`config.mk`:
```
export PLATFORM = sky130hd
export DESIGN_NAME = usn_top
export DESIGN_NICKNAME = d
export VERILOG_FILES = /design/src/usn_pkg.sv /design/src/usn_top.sv
export SDC_FILE = /design/constraint.sdc
export NUM_CORES = 1
export LEC_CHECK = 0
export ABC_CLOCK_PERIOD_IN_PS = 2950
export BUFFER_PORTS_ARGS = -buffer_cell sky130_fd_sc_hd__clkbuf_2
export CORE_MARGIN = 1.5
export CORE_UTILIZATION = 50
export DETAILED_ROUTE_END_ITERATION = 8
export GPL_TIMING_DRIVEN = 0
export PLACE_DENSITY = 0.82
export RECOVER_POWER = 25
export SKIP_CTS_REPAIR_TIMING = 1
export SYNTH_ARGS = -nofsm -noshare
export SYNTH_HDL_FRONTEND = slang
export SYNTH_SLANG_ARGS = --single-unit
```
`constraint.sdc`:
```
create_clock -name sys_clk -period 2.95 [get_ports sys_clk]
set_clock_uncertainty 0.15 [all_clocks]
set_input_delay 0.59 -clock sys_clk [delete_from_list [all_inputs] [get_ports sys_clk]]
set_output_delay 0.59 -clock sys_clk [all_outputs]
set_load 0.02 [all_outputs]
```
`src/usn_pkg.sv`:
```
//////////////////////////////////////////////////////////////////////////////
// Summary of operation
// - Bit 6: holding and shifter empty
// - Bit 5: holding empty, write clears
// - Bit 4: long low line flags break
// - Bit 3: bad stop bit flags framing
// - Bit 2: failed parity check flagged
// - Bit 1: unread byte overwritten flags overrun
// - Bit 0: data ready, cleared reading data
// - Live modem lines; carrier change latched
// - Ring rising edge latched, read clears
// - Set ready change latched, read clears
// - Clear to send change latched
// - Eight bit scratch register
// - Bit 15 selects fractional baud generator
// - Network mode only while bit 7 set
// - No parity check in network mode
// - Bit 0 is ninth transmitted bit
// - Bit 6 enables nine bit transmit
// - Bit 5 enables nine bit receive
// - Bit 3 selects nine bit word while bit 6 clear
// - Bit 2 enables output driver
// - Bit 4 gates irq, bit 1 polarity
// - Node address register, match raises status
// - Match needs receive full enable bit
//////////////////////////////////////////////////////////////////////////////
package usn_pkg;
  // Register byte addresses
  localparam logic [31:0] ADDR_DATA = 32'hFFFF0700;
  localparam logic [31:0] ADDR_IER0 = 32'hFFFF0704;
  localparam logic [31:0] ADDR_LSR = 32'hFFFF0714;
  localparam logic [31:0] ADDR_MSR = 32'hFFFF0718;
  localparam logic [31:0] ADDR_SCR = 32'hFFFF071C;
  localparam logic [31:0] ADDR_NEN = 32'hFFFF0720;
  localparam logic [31:0] ADDR_NIID = 32'hFFFF0724;
  localparam logic [31:0] ADDR_NADR = 32'hFFFF0728;
  localparam logic [31:0] ADDR_FDIV = 32'hFFFF072C;
  // Reset values
  localparam logic [7:0] SCR_RST = 8'h00;
  localparam logic [7:0] NEN_RST = 8'h04;
  localparam logic [7:0] NADR_RST = 8'hAA;
  localparam logic [15:0] FDIV_RST = 16'h0000;
  localparam logic [7:0] NIID_IDLE = 8'h01;
  localparam logic [7:0] NIID_MATCH = 8'h0C;
  // Network enable field positions
  localparam int NEN_NETWORK_MODE_ENABLE = 7;
  localparam int NEN_NINEBIT_TX_ENABLE = 6;
  localparam int NEN_NINEBIT_RX_ENABLE = 5;
  localparam int NEN_ENI = 4;
  localparam int NEN_NINEBIT_WORD_LENGTH = 3;
  localparam int NEN_ETD = 2;
  localparam int NEN_ADDRESS_BIT_POLARITY = 1;
  localparam int NEN_NAB = 0;
  // Fractional divider field positions
  localparam int FD_EN = 15;
  localparam int FD_M_HI = 12;
  localparam int FD_M_LO = 11;
  localparam int FD_N_HI = 10;
  // Interrupt enable 0: receive full enable
  localparam int IER0_RXF = 0;
endpackage : usn_pkg

```
`src/usn_top.sv`:
```
module usn_top
  import usn_pkg::*;
(
  // Clock and reset
  input wire logic sys_clk,
  input wire logic nrst,
  // AHB-Lite slave
  input wire logic hsel,
  input wire logic [31:0] haddr,
  input wire logic [1:0] htrans,
  input wire logic hwrite,
  input wire logic [2:0] hsize,
  input wire logic [31:0] hwdata,
  input wire logic hready,
  output logic hreadyout,
  output logic hresp,
  output logic [31:0] hrdata,
  // Modem pins
  input wire logic dcd_pin,
  input wire logic ri_pin,
  input wire logic dsr_pin,
  input wire logic cts_pin,
  // Receive side of core shifter
  input wire logic rx_char_valid,
  input wire logic [8:0] rx_char_data,
  input wire logic rx_stop_bad,
  input wire logic rx_parity_bad,
  input wire logic rx_break_det,
  // Transmit side of core shifter
  output logic tx_hold_valid,
  output logic [7:0] tx_hold_data,
  input wire logic tx_take,
  input wire logic tx_shift_busy,
  input wire logic tx_line,
  // Shifter configuration
  output logic tx_ninth_bit,
  output logic tx_nine_bit_frame,
  output logic rx_nine_bit_frame,
  output logic nine_bit_word,
  output logic parity_check_en,
  // Baud generator configuration
  output logic frac_baud_enable,
  output logic [2:0] frac_m_field,
  output logic [10:0] frac_n_field,
  // Serial output pin
  output logic serial_out,
  output logic serial_out_oe_n
);

  ////////////////////////////////////////////////////////////////////////////
  // Declarations
  logic dph_wr_ff; // Write data phase pending
  logic [31:0] dph_addr_ff; // Latched write address
  logic [31:0] hrdata_ff; // Registered read data
  logic [3:0] mdm_meta_ff; // First synchroniser stage
  logic [3:0] mdm_sync_ff; // Synced dcd,ri,dsr,cts
  logic [3:0] mdm_prev_ff; // Previous synced value
  logic [3:0] delta_ff; // Latched modem changes
  logic [7:0] scr_ff; // Scratch storage
  logic [7:0] nen_ff; // Network enable
  logic [7:0] nadr_ff; // Node address
  logic [15:0] fdiv_ff; // Fractional divider
  logic ier0_ff; // Receive full enable
  logic [8:0] rx_hold_ff; // Receive holding
  logic dr_ff; // Data ready
  logic oe_ff; // Overrun
  logic pe_ff; // Parity error
  logic fe_ff; // Framing error
  logic bi_ff; // Break
  logic match_ff; // Address match seen
  logic tx_full_ff; // Transmit holding full
  logic [7:0] tx_data_ff; // Transmit holding data
  logic serial_out_ff; // Registered line
  logic serial_out_oe_n_ff; // Registered enable

  ////////////////////////////////////////////////////////////////////////////
  // Bus decode
  // Taken when selected, active and the bus is ready
  wire acc = hsel & htrans[1] & hready;
  wire rd_acc = acc & ~hwrite;
  wire wr_acc = acc & hwrite;
  wire rd_rx = rd_acc & (haddr == ADDR_DATA);
  wire rd_lsr = rd_acc & (haddr == ADDR_LSR);
  wire rd_msr = rd_acc & (haddr == ADDR_MSR);
  // Writes act in the data phase on the latched address
  wire wr_tx = dph_wr_ff & (dph_addr_ff == ADDR_DATA);
  wire wr_ier0 = dph_wr_ff & (dph_addr_ff == ADDR_IER0);
  wire wr_scr = dph_wr_ff & (dph_addr_ff == ADDR_SCR);
  wire wr_nen = dph_wr_ff & (dph_addr_ff == ADDR_NEN);
  wire wr_nadr = dph_wr_ff & (dph_addr_ff == ADDR_NADR);
  wire wr_fdiv = dph_wr_ff & (dph_addr_ff == ADDR_FDIV);

  ////////////////////////////////////////////////////////////////////////////
  // Status words
  wire network_mode_enable = nen_ff[NEN_NETWORK_MODE_ENABLE];
  // Line status, bit 7 reserved and reads zero
  wire [7:0] lsr_val = {1'b0,
                        ~tx_full_ff & ~tx_shift_busy,
                        ~tx_full_ff,
                        bi_ff, fe_ff, pe_ff, oe_ff, dr_ff};
  // Live modem levels above the latched changes
  wire [7:0] msr_val = {mdm_sync_ff, delta_ff};
  // Match reported only with both enables set
  wire match_irq = match_ff & nen_ff[NEN_ENI] & ier0_ff;
  wire [7:0] niid_val = match_irq ? NIID_MATCH : NIID_IDLE;

  // Read data select
  wire [31:0] rd_mux =
    (haddr == ADDR_DATA) ? {23'h000000, rx_hold_ff} :
    (haddr == ADDR_IER0) ? {31'h00000000, ier0_ff} :
    (haddr == ADDR_LSR) ? {24'h000000, lsr_val} :
    (haddr == ADDR_MSR) ? {24'h000000, msr_val} :
    (haddr == ADDR_SCR) ? {24'h000000, scr_ff} :
    (haddr == ADDR_NEN) ? {24'h000000, nen_ff} :
    (haddr == ADDR_NIID) ? {24'h000000, niid_val} :
    (haddr == ADDR_NADR) ? {24'h000000, nadr_ff} :
    (haddr == ADDR_FDIV) ? {16'h0000, fdiv_ff} : 32'h00000000;

  ////////////////////////////////////////////////////////////////////////////
  // Receive character classification
  wire rx_is_addr = network_mode_enable & nen_ff[NEN_NINEBIT_RX_ENABLE]
                    & (rx_char_data[8] == nen_ff[NEN_ADDRESS_BIT_POLARITY]);
  wire rx_addr_hit = rx_char_valid & rx_is_addr
                     & (rx_char_data[7:0] == nadr_ff);
  // Unmatched addresses are dropped, matched ones reach the holding
  wire rx_load = rx_char_valid & (~rx_is_addr | rx_addr_hit);

  // Modem change sources
  wire [3:0] mdm_chg = mdm_sync_ff ^ mdm_prev_ff;
  // Ring latches on its rising edge only
  wire [3:0] delta_set = {mdm_chg[3],
                          mdm_sync_ff[2] & ~mdm_prev_ff[2],
                          mdm_chg[1],
                          mdm_chg[0]};
  // Set wins over the read clear
  wire [3:0] nxt_delta = (delta_ff & ~{4{rd_msr}}) | delta_set;

  // Line status next values
  wire nxt_dr = (dr_ff & ~rd_rx) | rx_load;
  // Error flags clear on a line status read
  wire nxt_oe = (oe_ff & ~rd_lsr) | (rx_load & dr_ff);
  wire nxt_pe = (pe_ff & ~rd_lsr)
                | (rx_load & rx_parity_bad & ~network_mode_enable);
  wire nxt_fe = (fe_ff & ~rd_lsr) | (rx_load & rx_stop_bad);
  wire nxt_bi = (bi_ff & ~rd_lsr) | rx_break_det;
  // Match clears with the receive data read
  wire nxt_match = (match_ff & ~rd_rx) | rx_addr_hit;
  // Write wins over the shifter taking the old byte
  wire nxt_tx_full = wr_tx | (tx_full_ff & ~tx_take);

  ////////////////////////////////////////////////////////////////////////////
  // Modem pin synchronisers, one per line
  // Stage one feeds only stage two
  genvar gi;
  generate
    for (gi = 0; gi < 4; gi++) begin : g_sync
      always_ff @(posedge sys_clk or negedge nrst) begin
        if (!nrst) begin
          mdm_meta_ff[gi] <= 1'b0;
          mdm_sync_ff[gi] <= 1'b0;
          mdm_prev_ff[gi] <= 1'b0;
        end else begin
          mdm_meta_ff[gi] <= (gi == 3) ? dcd_pin : (gi == 2) ? ri_pin :
                             (gi == 1) ? dsr_pin : cts_pin;
          mdm_sync_ff[gi] <= mdm_meta_ff[gi];
          mdm_prev_ff[gi] <= mdm_sync_ff[gi];
        end
      end
    end
  endgenerate

  ////////////////////////////////////////////////////////////////////////////
  // Bus phase tracking and read data
  always_ff @(posedge sys_clk or negedge nrst) begin
    if (!nrst) begin
      dph_wr_ff <= 1'b0;
      dph_addr_ff <= 32'h00000000;
      hrdata_ff <= 32'h00000000;
    end else begin
      dph_wr_ff <= wr_acc;
      // Keep last address when idle
      if (acc) begin
        dph_addr_ff <= haddr;
      end
      // Capture read data at address phase
      if (rd_acc) begin
        hrdata_ff <= rd_mux;
      end
    end
  end

  ////////////////////////////////////////////////////////////////////////////
  // Software registers
  // Loaded in the data phase from the bus data
  always_ff @(posedge sys_clk or negedge nrst) begin
    if (!nrst) begin
      scr_ff <= SCR_RST;
      nen_ff <= NEN_RST;
      nadr_ff <= NADR_RST;
      fdiv_ff <= FDIV_RST;
      ier0_ff <= 1'b0;
    end else begin
      // Scratch storage
      if (wr_scr) begin
        scr_ff <= hwdata[7:0];
      end
      // Network enable
      if (wr_nen) begin
        nen_ff <= hwdata[7:0];
      end
      // Node address
      if (wr_nadr) begin
        nadr_ff <= hwdata[7:0];
      end
      // Fractional divider
      if (wr_fdiv) begin
        fdiv_ff <= hwdata[15:0];
      end
      // Receive full enable
      if (wr_ier0) begin
        ier0_ff <= hwdata[IER0_RXF];
      end
    end
  end

  ////////////////////////////////////////////////////////////////////////////
  // Receive holding and line status flags
  always_ff @(posedge sys_clk or negedge nrst) begin
    if (!nrst) begin
      rx_hold_ff <= 9'h000;
      dr_ff <= 1'b0;
      oe_ff <= 1'b0;
      pe_ff <= 1'b0;
      fe_ff <= 1'b0;
      bi_ff <= 1'b0;
      match_ff <= 1'b0;
      delta_ff <= 4'h0;
    end else begin
      // New character overwrites holding
      if (rx_load) begin
        rx_hold_ff <= rx_char_data;
      end
      dr_ff <= nxt_dr;
      oe_ff <= nxt_oe;
      pe_ff <= nxt_pe;
      fe_ff <= nxt_fe;
      bi_ff <= nxt_bi;
      match_ff <= nxt_match;
      delta_ff <= nxt_delta;
    end
  end

  ////////////////////////////////////////////////////////////////////////////
  // Transmit holding and pin drive
  always_ff @(posedge sys_clk or negedge nrst) begin
    if (!nrst) begin
      tx_full_ff <= 1'b0;
      tx_data_ff <= 8'h00;
      serial_out_ff <= 1'b1;
      serial_out_oe_n_ff <= 1'b0;
    end else begin
      tx_full_ff <= nxt_tx_full;
      // Software byte into holding
      if (wr_tx) begin
        tx_data_ff <= hwdata[7:0];
      end
      // Line level reaches the pin one clock later
      serial_out_ff <= tx_line;
      // Released only when network mode asks for it
      serial_out_oe_n_ff <= network_mode_enable & ~nen_ff[NEN_ETD];
    end
  end

  ////////////////////////////////////////////////////////////////////////////
  // Outputs
  // No wait states, always an OKAY response
  assign hreadyout = 1'b1;
  assign hresp = 1'b0;
  assign hrdata = hrdata_ff;
  assign tx_hold_valid = tx_full_ff;
  assign tx_hold_data = tx_data_ff;
  // Nine bit framing only while network mode is on
  assign tx_nine_bit_frame = network_mode_enable & nen_ff[NEN_NINEBIT_TX_ENABLE];
  assign tx_ninth_bit = tx_nine_bit_frame & nen_ff[NEN_NAB];
  assign rx_nine_bit_frame = network_mode_enable & nen_ff[NEN_NINEBIT_RX_ENABLE];
  // Nine bit data words need nine bit transmit off
  assign nine_bit_word = nen_ff[NEN_NINEBIT_WORD_LENGTH] & ~nen_ff[NEN_NINEBIT_TX_ENABLE];
  // Parity checking off in network mode
  assign parity_check_en = ~network_mode_enable;
  assign frac_baud_enable = fdiv_ff[FD_EN];
  // Zero in the M field stands for four
  assign frac_m_field = (fdiv_ff[FD_M_HI:FD_M_LO] == 2'h0) ? 3'h4 :
                        {1'b0, fdiv_ff[FD_M_HI:FD_M_LO]};
  assign frac_n_field = fdiv_ff[FD_N_HI:0];
  assign serial_out = serial_out_ff;
  assign serial_out_oe_n = serial_out_oe_n_ff;
endmodule : usn_top

```
After elaboration in Yosys (flattened, before gate mapping)
Cells that the tools add are included.
- register bits: 148
- bits in latches: 0
- RAM bits: 0
- ROM bits: 0
- output and inout bits: 65
- logic and storage cells: 121
- memories: 0
- add/sub/neg operators: 0
- multipliers: 0
- div/mod/pow operators: 0
- magnitude comparators: 0
- equal/unequal tests: 17
- shift operators: 0
- multiplexer cells: 11
- bitwise logic cells: 60
- reductions and logical operators: 1
- operators by type and width (operator ; number):
    $eq 32x32->1 const B ; 15
    $mux 16 ; 9
    $and 1x1->1 ; 37
    $not 1->1 ; 11
    $eq 8x8->1 ; 1
    $or 1x1->1 ; 8
    $and 4x4->4 ; 1
    $mux 4 ; 1
    $not 4->4 ; 1
    $or 4x4->4 ; 1
    $xor 4x4->4 ; 1
    $mux 3 ; 1
    $logic_not 2->1 ; 1
    $eq 1x1->1 ; 1

Longest topological paths before layout
- depth in word-level cells: 10
- mapped depth: 7
- depth with buffers taken out: 6

Worst setup path after synthesis
No wires, ideal clock.
- kind: input to register
- start point: in haddr[13]
- end point: reg hrdata_ff[8], in the netlist hrdata[8]
- setup time: 68 ps
- arrival: 2342 ps
- data required time: 2732 ps
- path slack: 389 ps
- stages: 6
- buffers on the path: 0
- cells stage by stage: or4b_4 or3b_4 or4_4 nor2_8 nand3_1 nand3_1
- longest elaborated chain between the ends: 10
- elaborated cells on any way between the ends: 18
- RTL lines (element ; line ; RTL):
    from (decl) ; usn_top.sv:9 ; input wire logic [31:0] haddr,
    $eq 32x32->1 ; usn_top.sv:117 ; (haddr == ADDR_FDIV) ? {16'h0000, fdiv_ff} : 32'h00000000;
    $mux 16 ; usn_top.sv:117 ;
    $mux 16 ; usn_top.sv:116 ; (haddr == ADDR_NADR) ? {24'h000000, nadr_ff} :
    $mux 16 ; usn_top.sv:115 ; (haddr == ADDR_NIID) ? {24'h000000, niid_val} :
    $mux 16 ; usn_top.sv:114 ; (haddr == ADDR_NEN) ? {24'h000000, nen_ff} :
    $mux 16 ; usn_top.sv:113 ; (haddr == ADDR_SCR) ? {24'h000000, scr_ff} :
    $mux 16 ; usn_top.sv:112 ; (haddr == ADDR_MSR) ? {24'h000000, msr_val} :
    $mux 16 ; usn_top.sv:111 ; (haddr == ADDR_LSR) ? {24'h000000, lsr_val} :
    $mux 16 ; usn_top.sv:110 ; (haddr == ADDR_IER0) ? {31'h00000000, ier0_ff} :
    $mux 16 * ; usn_top.sv:109 ; (haddr == ADDR_DATA) ? {23'h000000, rx_hold_ff} :
    to (signal assigned) ; usn_top.sv:187 ; hrdata_ff <= rd_mux;
    to (decl) ; usn_top.sv:54 ; logic [31:0] hrdata_ff;
Mark *: on every way between the ends. The rest lies on a longest branch, timed or not.
A chain may end at the register's enable or synchronous reset.

Final worst setup path
- start point: reg dph_addr_ff[12]
- end point: reg nen_ff[7]
- longest elaborated chain between the ends: 2
- RTL lines (element ; line ; RTL):
    from (decl) ; usn_top.sv:53 ; logic [31:0] dph_addr_ff;
    from (signal assigned) ; usn_top.sv:183 ; dph_addr_ff <= haddr;
    $eq 32x32->1 ; usn_top.sv:89 ; wire wr_nen = dph_wr_ff & (dph_addr_ff == ADDR_NEN);
    $and 1x1->1 ; usn_top.sv:89 ;
    to (signal assigned) ; usn_top.sv:209 ; nen_ff <= hwdata[7:0];
    to (decl) ; usn_top.sv:60 ; logic [7:0] nen_ff;
No other way between the ends.

==> qor.yml <==
synth:
  synthTopCellsByArea: "dfrtp_1, mux2_2, buf_4"
  yosysMostFrequentCell: "dfrtp_1"
  synth_edf_count: 0
  synth.distinct_cells: 52
  avgSynthCellArea_um2: 12.02
  yosys.area.top_type_share: 0.5173
  netlist_area_mm2: 0.006095
  synth_seq_cells: 132
  ys_warn_count: 0
  synth_cells: 507
  yosysTopAreaCell: "dfrtp_1"
  ys_async_sr_fraction: 1.000
  ys_seq_area_frac: 0.5432
  ys.flop_type: "dfrtp_1"
  ys_top_cells_by_count: "dfrtp_1, mux2_2, nand2_1, buf_4, nand3_1"
placement:
  hpwl_mm: 11.03
  post_dp_cell_area_mm2: 0.006965
  io_buffers: 118
  place.gp.congestion: 0.8969
  place_ws_ns: -0.3140
grt:
  grt_max_degree: 93
  grt_overflow_total: 0
  grt_use_total: 0.2511
  grt_pass1_vias: 4782
  grt_pass1_wl_mm: 24.47
  grt_antenna_before_repair: 0
clock_network:
  clkTransAtPathRegs_ns: 0.05
  clk_path_buf_depth: 2
  cts_buffers: 17
  cts_sinks: 132
  cts_tree: "done"
  cts_root_buf: "clkbuf_16"
  ctsHtreeMaxLevel: 4
  clkLatencyLatePin_ns: 0.42
critical_path:
  critPathMaxFanout: 8
  crit_required_ns: 3.10
  r2r_end: "nen_ff[7]"
  r2r_slack_ns: 0.09
  start_kind: "flop"
  worstRegToRegCells: 6
  cp-end-kind: "flop"
  crit_type: "reg2reg"
  cp_data_arrival_time_ns: 3.01
  r2r_start: "dph_addr_ff[12]"
floorplan:
  initial_core_util: 0.5095
  fp.dieH_um: 113.4
  io_pins: 159
  rows: 40
  coreArea_mm2: 0.01196
  dieArea_mm2: 0.01286
  dieWidth_um: 113.4
detailed_routing:
  drc: 0
  avgRoutedWirePerCell_um: 18.72
  routed_wl_mm: 15.41
  antenna_left: 0
  drt_iter0_drc: 441
  via_per_inst: 5.666
  dr.pass1.iters: 5
  dr_total_vias: 4663
cells_and_area:
  final_area_mm2: 0.007582
  regArea_mm2: 0.003311
  layout.nets: 757
  fillers: 904
  antenna_cells: 0
  area_delta_synth_final_pct: 24.41
  drive_gt1_frac: 0.4305
  multi_input_area_mm2: 0.002505
sta:
  setup_ws_ns: 0.09342
  slew_headroom: 0.3037
  min_period_over_period: 0.9683
  finalSetupViolations: 0
  final-max-slew-violation-count: 0
  worst_pin_slew_ns: 1.045
  timing_hold_violations_final: 0
  period_minus_slack_ns: 2.857
  rsz0062_at_grt: "false"
  max_freq_mhz: 350.1
run:
  cap_violations: 0
run_status:
  outcome: "finished clean"
min_path:
  whs_path_depth: 1
  hp-start: "tx_line"
  min_path_type: "in2reg"
  holdPathEnd: "serial_out"
pwr:
  p_leak_nw: 3.653
  pwr_density_cell_mw_per_mm2: 607.6
  fin_total_pwr_mw: 4.607
  peakVddDrop_mv: 0.4332
[through the flow]
stage	hold slack [ns]	util	std cells	TNS, ns
after global placement	0.1870	0.5793	788	-102.19
after floorplan	0.1444	-	523	0
after CTS	-0.05048	0.6332	821	0
final	0.1063	0.6339	823	0
after detailed placement	0.1858	0.5823	789	-2.535
after global routing	0.09643	0.6339	823	0
[flip-flops by register name, indices dropped and copies added, names as in the netlist]
| signal | count |
|---|---|
| bi_ff | 1 |
| delta_ff | 4 |
| dph_addr_ff | 32 |
| dph_wr_ff | 1 |
| dr_ff | 1 |
| fdiv_ff | 16 |
| fe_ff | 1 |
| hrdata | 16 |
| ier0_ff | 1 |
| match_ff | 1 |
| mdm_meta_ff | 4 |
| mdm_prev_ff | 4 |
| mdm_sync_ff | 4 |
| nadr_ff | 8 |
| nen_ff | 8 |
| oe_ff | 1 |
| pe_ff | 1 |
| rx_hold_ff | 9 |
| scr_ff | 8 |
| serial_out | 1 |
| serial_out_oe_n | 1 |
| tx_hold_data | 8 |
| tx_hold_valid | 1 |
[critical path, stage by stage (launching register included)]
cell      delay, ns
dfrtp_1        0.39
nor4b_1        0.29
nand3b_1       0.14
nor3_1         0.41
nand2b_1       0.26
nor4_4         0.67
mux2_2         0.41
[kinds of logic (layout without fill, tap and decap cells)]
| family | count (synthesis) | count (layout) | share of synthesized area |
|---|---|---|---|
| AOI/OAI and AO/OA | 52 | 52 | 0.05933 |
| xor gates and xnor gates | 12 | 12 | 0.01724 |
| buffers and inverters | 59 | 212 | 0.05666 |
| DFF | 132 | 132 | 0.5432 |
| muxes | 96 | 96 | 0.1766 |
| other | 2 | 18 | 0.001232 |
| and+or+nand+nor | 154 | 154 | 0.1458 |
[cell usage in the layout (no fill, tap or decap), drive strengths merged, types with 3 or more instances in the layout]
master,Yosys,layout
a21o,3,3
a21oi,10,10
a221oi,3,3
a32o,5,5
and2,6,6
and3,5,5
buf,35,36
bufinv,0,4
clkbuf,12,152
clkinv,0,6
conb,2,18
dfrtp,126,126
dfstp,6,6
inv,12,12
mux2,92,92
mux2i,4,4
nand2,44,44
nand2b,8,8
nand3,20,20
nand4,16,16
nor2,20,20
nor3,9,9
nor4,10,10
o211ai,3,3
o21ai,14,14
o221ai,3,3
xnor2,12,12
[worst max path at each step]
stage,from,endpoint,cells past startpoint
after floorplan,haddr[13],hrdata[8],6
after global routing,dph_addr_ff[12],nen_ff[6],6
after CTS,dph_addr_ff[12],tx_hold_data[6],6
final,dph_addr_ff[12],nen_ff[7],6
after global placement,nrst,hrdata[10],1
after detailed placement,hready,hrdata[7],8
[power by group]
group	total (mW)	internal, mW	switching, mW	leakage, nW
combinational	0.406	0.196	0.210	1.74
sequential	2.02	1.94	0.0862	1.61
clock	2.18	1.43	0.753	0.300
[per-layer routing]
metal	track usage	part of all wire
met4	0.1142	0.025
met3	0.05154	0.071
met2	0.4174	0.50
met5	0	0
met1	0.3195	0.41
[area by class of cell]
type | instances | area share
Buffer | 47 | 0.03944
Clock buffer | 21 | 0.05941
Clock inverter | 11 | 0.02079
Inverter | 12 | 0.005941
Multi-Input combinational cell | 332 | 0.3304
Sequential cell | 132 | 0.4366
Tap cell | 147 | 0.02426
Timing Repair Buffer | 121 | 0.08317
No activity file was read; power rests on OpenSTA's default activity.
